[src/include/amp_ctrl_defs.vh]
`ifndef AMP_CTRL_DEFS_VH
`define AMP_CTRL_DEFS_VH

// register offsets on the control port
`define OFS_PAGE_SELECT 8'h00
`define OFS_BOOK_SELECT 8'h7f
`define OFS_CORE_RESET 8'h01
`define OFS_OUTPUT_CFG 8'h02
`define OFS_POWER_MUTE 8'h03

// book and page that hold the core control set
`define CORE_BOOK 8'h00
`define CORE_PAGE 8'h00

// reset values
`define RST_PAGE_SELECT 8'h00
`define RST_BOOK_SELECT 8'h00
`define RST_CORE_RESET 8'h00
`define RST_OUTPUT_CFG 8'h00
`define RST_POWER_MUTE 8'h10

// core_reset_strobes fields
`define BIT_FULL_CORE_RESET 4
`define BIT_REG_RESET 0

// output_stage_config fields
`define FSW_MSB 6
`define FSW_LSB 4
`define BIT_PARALLEL_BRIDGE 2
`define MOD_MSB 1
`define MOD_LSB 0
`define FSW_FIRST_RESERVED 3'h6
`define MOD_RESERVED 2'h3

// power_state_and_mute fields
`define BIT_DSP_HOLD 4
`define BIT_SOFT_MUTE 3
`define PS_MSB 1
`define PS_LSB 0
`define POWER_MUTE_WMASK 8'h1b

// power states
`define PS_DEEP_SLEEP 2'h0
`define PS_SLEEP 2'h1
`define PS_HIZ 2'h2
`define PS_PLAY 2'h3

// volume ramp timing
`define CLK_PERIOD_NS 50
`define RAMP_STEP_NS 1000
`define RAMP_STEP_CYCLES ((`RAMP_STEP_NS + `CLK_PERIOD_NS - 1) / `CLK_PERIOD_NS)
`define VOL_FULL 8'hff
`define VOL_ZERO 8'h00

// default bus address of the control port
`define DEFAULT_BUS_ADDR 7'h58

`endif

[src/hdl/i2c_target_port.v]
`timescale 1ns/10ps
`default_nettype none
`include "amp_ctrl_defs.vh"

module i2c_target_port #(
  parameter [6:0] BUS_ADDR = `DEFAULT_BUS_ADDR
) (
  input wire clk,
  input wire rst_n,
  input wire scl,
  input wire sda_in,
  output reg sda_oe,
  output reg wr_stb,
  output reg wr_first,
  output reg [7:0] wr_byte,
  output reg rd_next,
  input wire [7:0] rd_data
);

  localparam [2:0] ST_IDLE = 3'h0;
  localparam [2:0] ST_ADDR = 3'h1;
  localparam [2:0] ST_ADDR_ACK = 3'h2;
  localparam [2:0] ST_WRITE = 3'h3;
  localparam [2:0] ST_WRITE_ACK = 3'h4;
  localparam [2:0] ST_READ = 3'h5;
  localparam [2:0] ST_READ_ACK = 3'h6;

  reg [2:0] state;
  reg scl_q;
  reg sda_q;
  reg [2:0] bit_cnt;
  reg byte_done;
  reg [7:0] shift;
  reg [7:0] tx;
  reg read_dir;
  reg first_pending;
  reg master_ack;

  wire scl_rise = scl & ~scl_q;
  wire scl_fall = ~scl & scl_q;
  wire start_seen = scl & scl_q & sda_q & ~sda_in;
  wire stop_seen = scl & scl_q & ~sda_q & sda_in;

  // protocol engine: start/stop, address, byte shift, acknowledge
  always @(posedge clk or negedge rst_n) begin
    if (!rst_n) begin
      state <= ST_IDLE;
      scl_q <= 1'b1;
      sda_q <= 1'b1;
      bit_cnt <= 3'h0;
      byte_done <= 1'b0;
      shift <= 8'h00;
      tx <= 8'h00;
      read_dir <= 1'b0;
      first_pending <= 1'b0;
      master_ack <= 1'b0;
      sda_oe <= 1'b0;
      wr_stb <= 1'b0;
      wr_first <= 1'b0;
      wr_byte <= 8'h00;
      rd_next <= 1'b0;
    end else begin
      scl_q <= scl;
      sda_q <= sda_in;
      wr_stb <= 1'b0;
      rd_next <= 1'b0;
      if (start_seen) begin
        state <= ST_ADDR;
        bit_cnt <= 3'h0;
        byte_done <= 1'b0;
        sda_oe <= 1'b0;
      end else if (stop_seen) begin
        state <= ST_IDLE;
        sda_oe <= 1'b0;
      end else begin
        case (state)
          ST_ADDR, ST_WRITE: begin
            if (scl_rise) begin
              shift <= {shift[6:0], sda_in};
              bit_cnt <= bit_cnt + 3'h1;
              byte_done <= (bit_cnt == 3'h7);
            end else if (scl_fall && byte_done) begin
              byte_done <= 1'b0;
              if (state == ST_ADDR) begin
                if (shift[7:1] == BUS_ADDR) begin
                  read_dir <= shift[0];
                  first_pending <= ~shift[0];
                  sda_oe <= 1'b1; // acknowledge address
                  state <= ST_ADDR_ACK;
                end else begin
                  state <= ST_IDLE;
                end
              end else begin
                wr_stb <= 1'b1;
                wr_first <= first_pending;
                wr_byte <= shift;
                first_pending <= 1'b0;
                sda_oe <= 1'b1; // acknowledge data
                state <= ST_WRITE_ACK;
              end
            end
          end
          ST_ADDR_ACK: begin
            if (scl_fall) begin
              bit_cnt <= 3'h0;
              if (read_dir) begin
                tx <= rd_data;
                rd_next <= 1'b1;
                sda_oe <= ~rd_data[7];
                state <= ST_READ;
              end else begin
                sda_oe <= 1'b0;
                state <= ST_WRITE;
              end
            end
          end
          ST_WRITE_ACK: begin
            if (scl_fall) begin
              sda_oe <= 1'b0;
              bit_cnt <= 3'h0;
              state <= ST_WRITE;
            end
          end
          ST_READ: begin
            if (scl_fall) begin
              if (bit_cnt == 3'h7) begin
                sda_oe <= 1'b0; // let master acknowledge
                state <= ST_READ_ACK;
              end else begin
                tx <= {tx[6:0], 1'b0};
                sda_oe <= ~tx[6];
                bit_cnt <= bit_cnt + 3'h1;
              end
            end
          end
          ST_READ_ACK: begin
            if (scl_rise) begin
              master_ack <= ~sda_in;
            end else if (scl_fall) begin
              bit_cnt <= 3'h0;
              if (master_ack) begin
                tx <= rd_data;
                rd_next <= 1'b1;
                sda_oe <= ~rd_data[7];
                state <= ST_READ;
              end else begin
                state <= ST_IDLE;
              end
            end
          end
          default: begin
            sda_oe <= 1'b0;
          end
        endcase
      end
    end
  end

endmodule

`default_nettype wire

[src/hdl/amp_core_control_regs.v]
`timescale 1ns/10ps
`default_nettype none
`include "amp_ctrl_defs.vh"

module amp_core_control_regs #(
  parameter [6:0] BUS_ADDR = `DEFAULT_BUS_ADDR,
  parameter integer RAMP_STEP_CYCLES = `RAMP_STEP_CYCLES
) (
  input wire CLK,
  input wire RST_N,
  input wire SCL,
  input wire SDA_IN,
  output reg SDA_OUT,
  output wire SDA_OE,
  output wire [2:0] SWITCHING_FREQ_SELECT,
  output wire PARALLEL_BRIDGE_SELECT,
  output wire [1:0] MODULATION_SCHEME,
  output reg DSP_HOLD_IN_RESET,
  output wire SOFT_MUTE_REQ,
  output reg [1:0] POWER_STATE,
  output reg [7:0] VOLUME_SCALE,
  output reg DIGITAL_CORE_RESET,
  output reg COEF_RAM_CLEAR
);

  reg [7:0] page_select;
  reg [7:0] book_select;
  reg [7:0] output_stage_config;
  reg [7:0] power_state_and_mute;
  reg [7:0] reg_ptr;
  reg [15:0] ramp_cnt;
  wire wr_stb;
  wire wr_first;
  wire [7:0] wr_byte;
  wire rd_next;
  reg [7:0] rd_data;
  wire core_page;
  wire full_reset_req;
  wire reg_reset_req;
  reg [7:0] next_output_stage_config;
  wire [7:0] next_power_state_and_mute;
  wire target_mute;
  wire ramp_tick;
  wire [1:0] cmd_state;

  // true when the selected book and page hold this register set
  function in_core_page;
    input [7:0] book;
    input [7:0] page;
    begin
      in_core_page = (book == `CORE_BOOK) && (page == `CORE_PAGE);
    end
  endfunction

  // true when an offset is one of the mapped locations of the current page
  function is_mapped;
    input [7:0] ofs;
    input [7:0] book;
    input [7:0] page;
    begin
      is_mapped = (ofs == `OFS_PAGE_SELECT)
        || ((ofs == `OFS_BOOK_SELECT) && (page == `CORE_PAGE))
        || (in_core_page(book, page) && ((ofs == `OFS_CORE_RESET)
          || (ofs == `OFS_OUTPUT_CFG) || (ofs == `OFS_POWER_MUTE)));
    end
  endfunction

  // serial control port
  i2c_target_port #(
    .BUS_ADDR(BUS_ADDR)
  ) u_port (
    .clk(CLK),
    .rst_n(RST_N),
    .scl(SCL),
    .sda_in(SDA_IN),
    .sda_oe(SDA_OE),
    .wr_stb(wr_stb),
    .wr_first(wr_first),
    .wr_byte(wr_byte),
    .rd_next(rd_next),
    .rd_data(rd_data)
  );

  // open-drain data line only ever pulls low
  always @(posedge CLK or negedge RST_N) begin
    if (!RST_N) begin
      SDA_OUT <= 1'b0;
    end else begin
      SDA_OUT <= 1'b0;
    end
  end

  assign core_page = in_core_page(book_select, page_select);

  // true when the pointer names a core register and book zero, page zero is selected
  function hits_core;
    input [7:0] ptr;
    input [7:0] ofs;
    input in_page;
    begin
      hits_core = in_page && (ptr == ofs);
    end
  endfunction

  // data writes land on the pointer; the first byte only moves it
  wire data_wr = wr_stb & ~wr_first;
  wire reset_wr = data_wr & hits_core(reg_ptr, `OFS_CORE_RESET, core_page);
  wire cfg_wr = data_wr & hits_core(reg_ptr, `OFS_OUTPUT_CFG, core_page);
  wire power_wr = data_wr & hits_core(reg_ptr, `OFS_POWER_MUTE, core_page);
  wire page_wr = data_wr & (reg_ptr == `OFS_PAGE_SELECT);
  wire book_wr = data_wr & (reg_ptr == `OFS_BOOK_SELECT) & (page_select == `CORE_PAGE);

  // strobe bits act on the write itself and are never stored
  assign full_reset_req = reset_wr & wr_byte[`BIT_FULL_CORE_RESET];
  assign reg_reset_req = reset_wr & wr_byte[`BIT_REG_RESET];
  wire any_reset_req = full_reset_req | reg_reset_req;

  // config field update; a reserved code keeps the previous setting
  always @* begin
    next_output_stage_config = 8'h00;
    next_output_stage_config[`FSW_MSB:`FSW_LSB] = wr_byte[`FSW_MSB:`FSW_LSB];
    if (wr_byte[`FSW_MSB:`FSW_LSB] >= `FSW_FIRST_RESERVED) begin
      next_output_stage_config[`FSW_MSB:`FSW_LSB] = output_stage_config[`FSW_MSB:`FSW_LSB];
    end
    next_output_stage_config[`BIT_PARALLEL_BRIDGE] = wr_byte[`BIT_PARALLEL_BRIDGE];
    next_output_stage_config[`MOD_MSB:`MOD_LSB] = wr_byte[`MOD_MSB:`MOD_LSB];
    if (wr_byte[`MOD_MSB:`MOD_LSB] == `MOD_RESERVED) begin
      next_output_stage_config[`MOD_MSB:`MOD_LSB] = output_stage_config[`MOD_MSB:`MOD_LSB];
    end
  end

  // only dsp hold, mute and state bits are writable
  assign next_power_state_and_mute = wr_byte & `POWER_MUTE_WMASK;

  // page select, reachable from every book and page
  always @(posedge CLK or negedge RST_N) begin
    if (!RST_N) begin
      page_select <= `RST_PAGE_SELECT;
    end else if (any_reset_req) begin
      page_select <= `RST_PAGE_SELECT;
    end else if (page_wr) begin
      page_select <= wr_byte;
    end
  end

  // book select, only while page zero is selected
  always @(posedge CLK or negedge RST_N) begin
    if (!RST_N) begin
      book_select <= `RST_BOOK_SELECT;
    end else if (any_reset_req) begin
      book_select <= `RST_BOOK_SELECT;
    end else if (book_wr) begin
      book_select <= wr_byte;
    end
  end

  // output stage configuration
  always @(posedge CLK or negedge RST_N) begin
    if (!RST_N) begin
      output_stage_config <= `RST_OUTPUT_CFG;
    end else if (any_reset_req) begin
      output_stage_config <= `RST_OUTPUT_CFG;
    end else if (cfg_wr) begin
      output_stage_config <= next_output_stage_config;
    end
  end

  // dsp hold, mute and commanded power state
  always @(posedge CLK or negedge RST_N) begin
    if (!RST_N) begin
      power_state_and_mute <= `RST_POWER_MUTE;
    end else if (any_reset_req) begin
      power_state_and_mute <= `RST_POWER_MUTE;
    end else if (power_wr) begin
      power_state_and_mute <= next_power_state_and_mute;
    end
  end

  // pointer: first byte loads it, each data byte or read byte advances it
  always @(posedge CLK or negedge RST_N) begin
    if (!RST_N) begin
      reg_ptr <= 8'h00;
    end else if (wr_stb && wr_first) begin
      reg_ptr <= wr_byte;
    end else if (wr_stb || rd_next) begin
      reg_ptr <= reg_ptr + 8'h01;
    end
  end

  // read mux; strobes and unmapped offsets return zero
  always @* begin
    rd_data = 8'h00;
    if (!is_mapped(reg_ptr, book_select, page_select)) begin
      rd_data = 8'h00;
    end else if (reg_ptr == `OFS_PAGE_SELECT) begin
      rd_data = page_select;
    end else if (reg_ptr == `OFS_BOOK_SELECT) begin
      rd_data = book_select;
    end else if (reg_ptr == `OFS_CORE_RESET) begin
      rd_data = `RST_CORE_RESET;
    end else if (reg_ptr == `OFS_OUTPUT_CFG) begin
      rd_data = output_stage_config;
    end else if (reg_ptr == `OFS_POWER_MUTE) begin
      rd_data = power_state_and_mute;
    end
  end

  // one-cycle pulses to the digital core and coefficient memory
  always @(posedge CLK or negedge RST_N) begin
    if (!RST_N) begin
      DIGITAL_CORE_RESET <= 1'b0;
      COEF_RAM_CLEAR <= 1'b0;
    end else begin
      DIGITAL_CORE_RESET <= full_reset_req;
      COEF_RAM_CLEAR <= full_reset_req;
    end
  end

  // configuration fields drive the output stage directly
  assign SWITCHING_FREQ_SELECT = output_stage_config[`FSW_MSB:`FSW_LSB];
  assign PARALLEL_BRIDGE_SELECT = output_stage_config[`BIT_PARALLEL_BRIDGE];
  assign MODULATION_SCHEME = output_stage_config[`MOD_MSB:`MOD_LSB];
  assign SOFT_MUTE_REQ = power_state_and_mute[`BIT_SOFT_MUTE];
  assign cmd_state = power_state_and_mute[`PS_MSB:`PS_LSB];

  // dsp held while the hold bit is set or a full reset is under way
  always @(posedge CLK or negedge RST_N) begin
    if (!RST_N) begin
      DSP_HOLD_IN_RESET <= 1'b1;
    end else begin
      DSP_HOLD_IN_RESET <= power_state_and_mute[`BIT_DSP_HOLD] | full_reset_req;
    end
  end

  // volume goes to zero when muted or when play is being left
  assign target_mute = power_state_and_mute[`BIT_SOFT_MUTE] | (cmd_state != `PS_PLAY);

  // last count of the ramp step timer
  localparam [15:0] RAMP_LAST = RAMP_STEP_CYCLES[15:0] - 16'h0001;
  assign ramp_tick = (ramp_cnt == RAMP_LAST);

  // step timer for the volume ramp
  always @(posedge CLK or negedge RST_N) begin
    if (!RST_N) begin
      ramp_cnt <= 16'h0000;
    end else if (ramp_tick) begin
      ramp_cnt <= 16'h0000;
    end else begin
      ramp_cnt <= ramp_cnt + 16'h0001;
    end
  end

  // one-step-per-tick ramp between zero and full scale; a full reset drops it straight to zero
  always @(posedge CLK or negedge RST_N) begin
    if (!RST_N) begin
      VOLUME_SCALE <= `VOL_ZERO;
    end else if (full_reset_req) begin
      VOLUME_SCALE <= `VOL_ZERO;
    end else if (ramp_tick) begin
      if (target_mute && (VOLUME_SCALE != `VOL_ZERO)) begin
        VOLUME_SCALE <= VOLUME_SCALE - 8'h01;
      end else if (!target_mute && (POWER_STATE == `PS_PLAY) && (VOLUME_SCALE != `VOL_FULL)) begin
        VOLUME_SCALE <= VOLUME_SCALE + 8'h01;
      end
    end
  end

  // applied power state; leaving play waits for the ramp to reach zero, except on a full reset, which forces deep sleep at once
  always @(posedge CLK or negedge RST_N) begin
    if (!RST_N) begin
      POWER_STATE <= `PS_DEEP_SLEEP;
    end else if (full_reset_req) begin
      POWER_STATE <= `PS_DEEP_SLEEP;
    end else if (POWER_STATE != cmd_state) begin
      if ((POWER_STATE != `PS_PLAY) || (VOLUME_SCALE == `VOL_ZERO)) begin
        POWER_STATE <= cmd_state;
      end
    end
  end

endmodule

`default_nettype wire

[config.mk]
export PLATFORM = sky130hd
export DESIGN_NAME = amp_core_control_regs
export DESIGN_NICKNAME = d
export VERILOG_FILES = /design/src/hdl/i2c_target_port.v /design/src/hdl/amp_core_control_regs.v
export VERILOG_INCLUDE_DIRS = /design/src /design/src/include
export SDC_FILE = /design/constraint.sdc
export NUM_CORES = 1
export LEC_CHECK = 0
export ABC_CLOCK_PERIOD_IN_PS = 7300
export BUFFER_PORTS_ARGS = -buffer_cell sky130_fd_sc_hd__buf_2
export CELL_PAD_IN_SITES_DETAIL_PLACEMENT = 1
export CELL_PAD_IN_SITES_GLOBAL_PLACEMENT = 2
export CORE_MARGIN = 5
export CORE_UTILIZATION = 40
export DETAILED_ROUTE_END_ITERATION = 7
export PLACE_DENSITY = 0.76
export SLEW_MARGIN = 20
export SYNTH_ARGS = -nofsm -noshare
export SYNTH_HDL_FRONTEND = slang
export SYNTH_SLANG_ARGS = --single-unit
[constraint.sdc]
create_clock -name CLK -period 7.3 [get_ports CLK]
set_input_delay 0.365 -clock CLK [delete_from_list [all_inputs] [get_ports CLK]]
set_output_delay 0.365 -clock CLK [all_outputs]
set_load 0.01 [all_outputs]
==> impl_metrics.ini <==
[status]
status = finished clean

[floorplan]
io_pins = 26
die_w_microns = 126
die_h_microns = 126
row_count = 42
core_area_sq_um = 13200
dieArea_sq_um = 16000
initial_core_util_pct = 40.9

[cts]
htreeDepth = 3
cts_root_buf = clkbuf_16
tritoncts = built
clock_sinks = 101
post_cts_buffers = 0
clk_latency_ns = 0.35
cts_buffers = 9
cts_resized = 0
clk_pin_slew_ns = 0.07
clock_path_buffers = 2
cts_hold_buffers = 0

[timing]
hold_viol_final = 0
fin_crit_ns = 3.06
relSlewSlack_pct = 40.1
finalCritPeriodShare_pct = 41.9
fin_setup_tns_ns = 0
finalSetupViolCount = 0
fmax_mhz = 327
fin_hold_ws_ns = 0.0244
slew_violations = 0
worst_pin_slew_ns = 0.898
rsz0062_at_grt = no
fin_skew_ns = 0.00788

[synth]
synth_top_area_share_pct = 44.8
yosys.area.top_type = dfrtp_1
ys_ff_latch = 101
synth-main-ff-cell = dfrtp_1
yosysMostFrequentCell = dfrtp_1
synth-edff-count = 0
async_reset_ff_share_pct = 100
syn_nets = 582
synth_common_cells = dfrtp_1, nand2_1, nor2_1
yosysWarnings = 0
synth_area_leaders = dfrtp_1, mux2_2, nand2_1
ys_seq_area_share_pct = 46.7
synth_cell_types = 68
syn_area_per_cell_sq_um = 9.61
syn_inst = 564
syn_area_sq_um = 5420

[final_layout]
seq_area_sq_um = 2530
nets = 593
multi_input_area_sq_um = 2690
diodes = 0
final_layout_size_suffix_gt1_share_pct = 13.3
num-fill-cells = 1522
area_growth_pct = 9.39

[worst_setup_path]
critPathLaunchType = register
critical-path-slowest-cell = nor4_1
r2r-start = VOLUME_SCALE[1]$_DFFE_PN0P_
rr_endpoint = VOLUME_SCALE[6]$_DFFE_PN0P_
startpoint = VOLUME_SCALE[1]$_DFFE_PN0P_
crit_chain = nor4_1 > a21oi_1 > ha_1 > nor2b_1 > o31a_1 > o21a_1 > or3_1 > a31oi_1 > nor2_1
endpoint_kind = register
regToRegSetupSlack_ns = 4.24
crit_arrival_ns = 3.28
cp_max_fo = 11
rr_worst_depth = 9
cpPeakStageDelay_ns = 0.52
cp_data_required_time_ns = 7.52
critPathKind = reg -> reg

[drt]
drc = 0
drtIter0Drc = 341
wl_per_cell_microns = 18.4
vias_per_cell = 5.73
route.antenna.remaining_nets = 0
drtPass1Iterations = 4
num_vias = 4330
wl_mm = 13.9

[placed_design]
dp_hpwl_mm = 10.1
port_buffers = 24
gp_congestion = 0.840

[grt]
grt_pass1_vias = 4469
antenna_found_initial = 0
grt_first_pass_wirelength_mm = 23.5
grt.total_usage_pct = 18.1
gr-total-overflow = 0
grt_max_degree = 61

[power_and_ir_drop]
power_density_nw_per_um2 = 206
ir_worst_vdd_uv = 96.5
leakagePower_uw = 0.00261
finalPower_uw = 1220

[run]
drv_cap = 0

[worst_hold_path]
hold_class = in -> async
## logic make-up (layout without fill, tap and decap cells)
| family | Yosys count | after routing | share of synthesized area [%] |
|---|---|---|---|
| AND/OR/NAND/NOR | 221 | 221 | 19.9 |
| buffers and inverters | 43 | 59 | 3.69 |
| adder cells (fa/ha/maj) | 14 | 14 | 3.37 |
| multiplexers | 41 | 41 | 8.12 |
| AO/OA/AOI/OAI | 123 | 123 | 14.9 |
| XOR/XNOR | 20 | 20 | 3.23 |
| other | 1 | 1 | 0.0692 |
| flip-flops | 101 | 101 | 46.7 |
## metal layers
metal / up-vias / wire [microns] / track usage, %
li1: 2041 / - / -
met1: 2189 / 6790 / 25.7
met2: 75 / 6200 / 27.9
met3: 25 / 619 / 3.07
met4: 0 / 334 / 6.62
met5: - / 0 / 0
## state kept, by name, summed over array words and instances, names as in the netlist, 3 cells and up
signal / count
VOLUME_SCALE: 8
book_select: 8
in_core_page.page: 8
is_mapped.ofs: 8
output_stage_config: 6
power_state_and_mute: 4
ramp_cnt: 16
u_port.bit_cnt: 3
u_port.shift: 8
u_port.state: 3
u_port.tx: 7
u_port.wr_byte: 8
## cells in the final DEF, fill, tap and decap left out, drive strengths merged, types with 3 or more instances in the layout
master	n
nor3	6
ha	13
mux2	24
a21o	3
and4	3
a21oi	34
nand2b	6
nor2	61
clkbuf	12
xnor2	17
a2bb2oi	4
nand4	8
a32oi	3
nand3	26
dfstp	4
a31oi	10
and3	12
xor2	3
dfrtp	97
a211oi	4
inv	18
or2	5
nand2	61
o21ai	29
mux2i	17
buf	26
nor2b	9
o31ai	4
or4	3
a211o	3
o211ai	5
clkinvlp	3
nor4	10
o21a	5
a221oi	4
## worst max-delay path: cells and delay by family, from the launching register on
family | cells | cell delay [ns]
flops | 1 | 0.44
compound gates | 4 | 1.00
fa+ha+maj | 1 | 0.46
simple gates | 4 | 1.04
## how the worst max path moves through the flow
| stage | end | slack (ns) |
|---|---|---|
| detailed placement | VOLUME_SCALE[6]$_DFFE_PN0P_ | 4.27 |
| global placement | VOLUME_SCALE[6]$_DFFE_PN0P_ | 4.37 |
| finish | VOLUME_SCALE[6]$_DFFE_PN0P_ | 4.24 |
| CTS | VOLUME_SCALE[6]$_DFFE_PN0P_ | 4.23 |
| global route | VOLUME_SCALE[6]$_DFFE_PN0P_ | 3.99 |
| floorplan | VOLUME_SCALE[6]$_DFFE_PN0P_ | 4.71 |
## cell type report
class                   instances  area share (%)
clock buffers                  12            4.32
clock inverters                 4           0.527
inverters                      17            1.08
multi-input cells             420            45.3
flip-flops and latches        101            42.7
well taps                     176            3.71
repair buffers                 26            2.32
## report_power, final
part	total, uW	switching [uW]	internal, uW
combinational	102	52.1	49.6
clock	470	218	252
sequential	650	41.8	608
## metrics by stage
step,area (sq um),std cells,setup slack [ns],util [%]
after floorplan,5420,564,4.71,-
after global placement,5640,740,4.37,42.6
after detailed placement,5640,740,4.27,42.6
after CTS,5930,756,4.23,44.8
after global routing,5930,756,3.99,44.8
final,5930,756,4.24,44.8
Power figures use the tool's default switching activity.
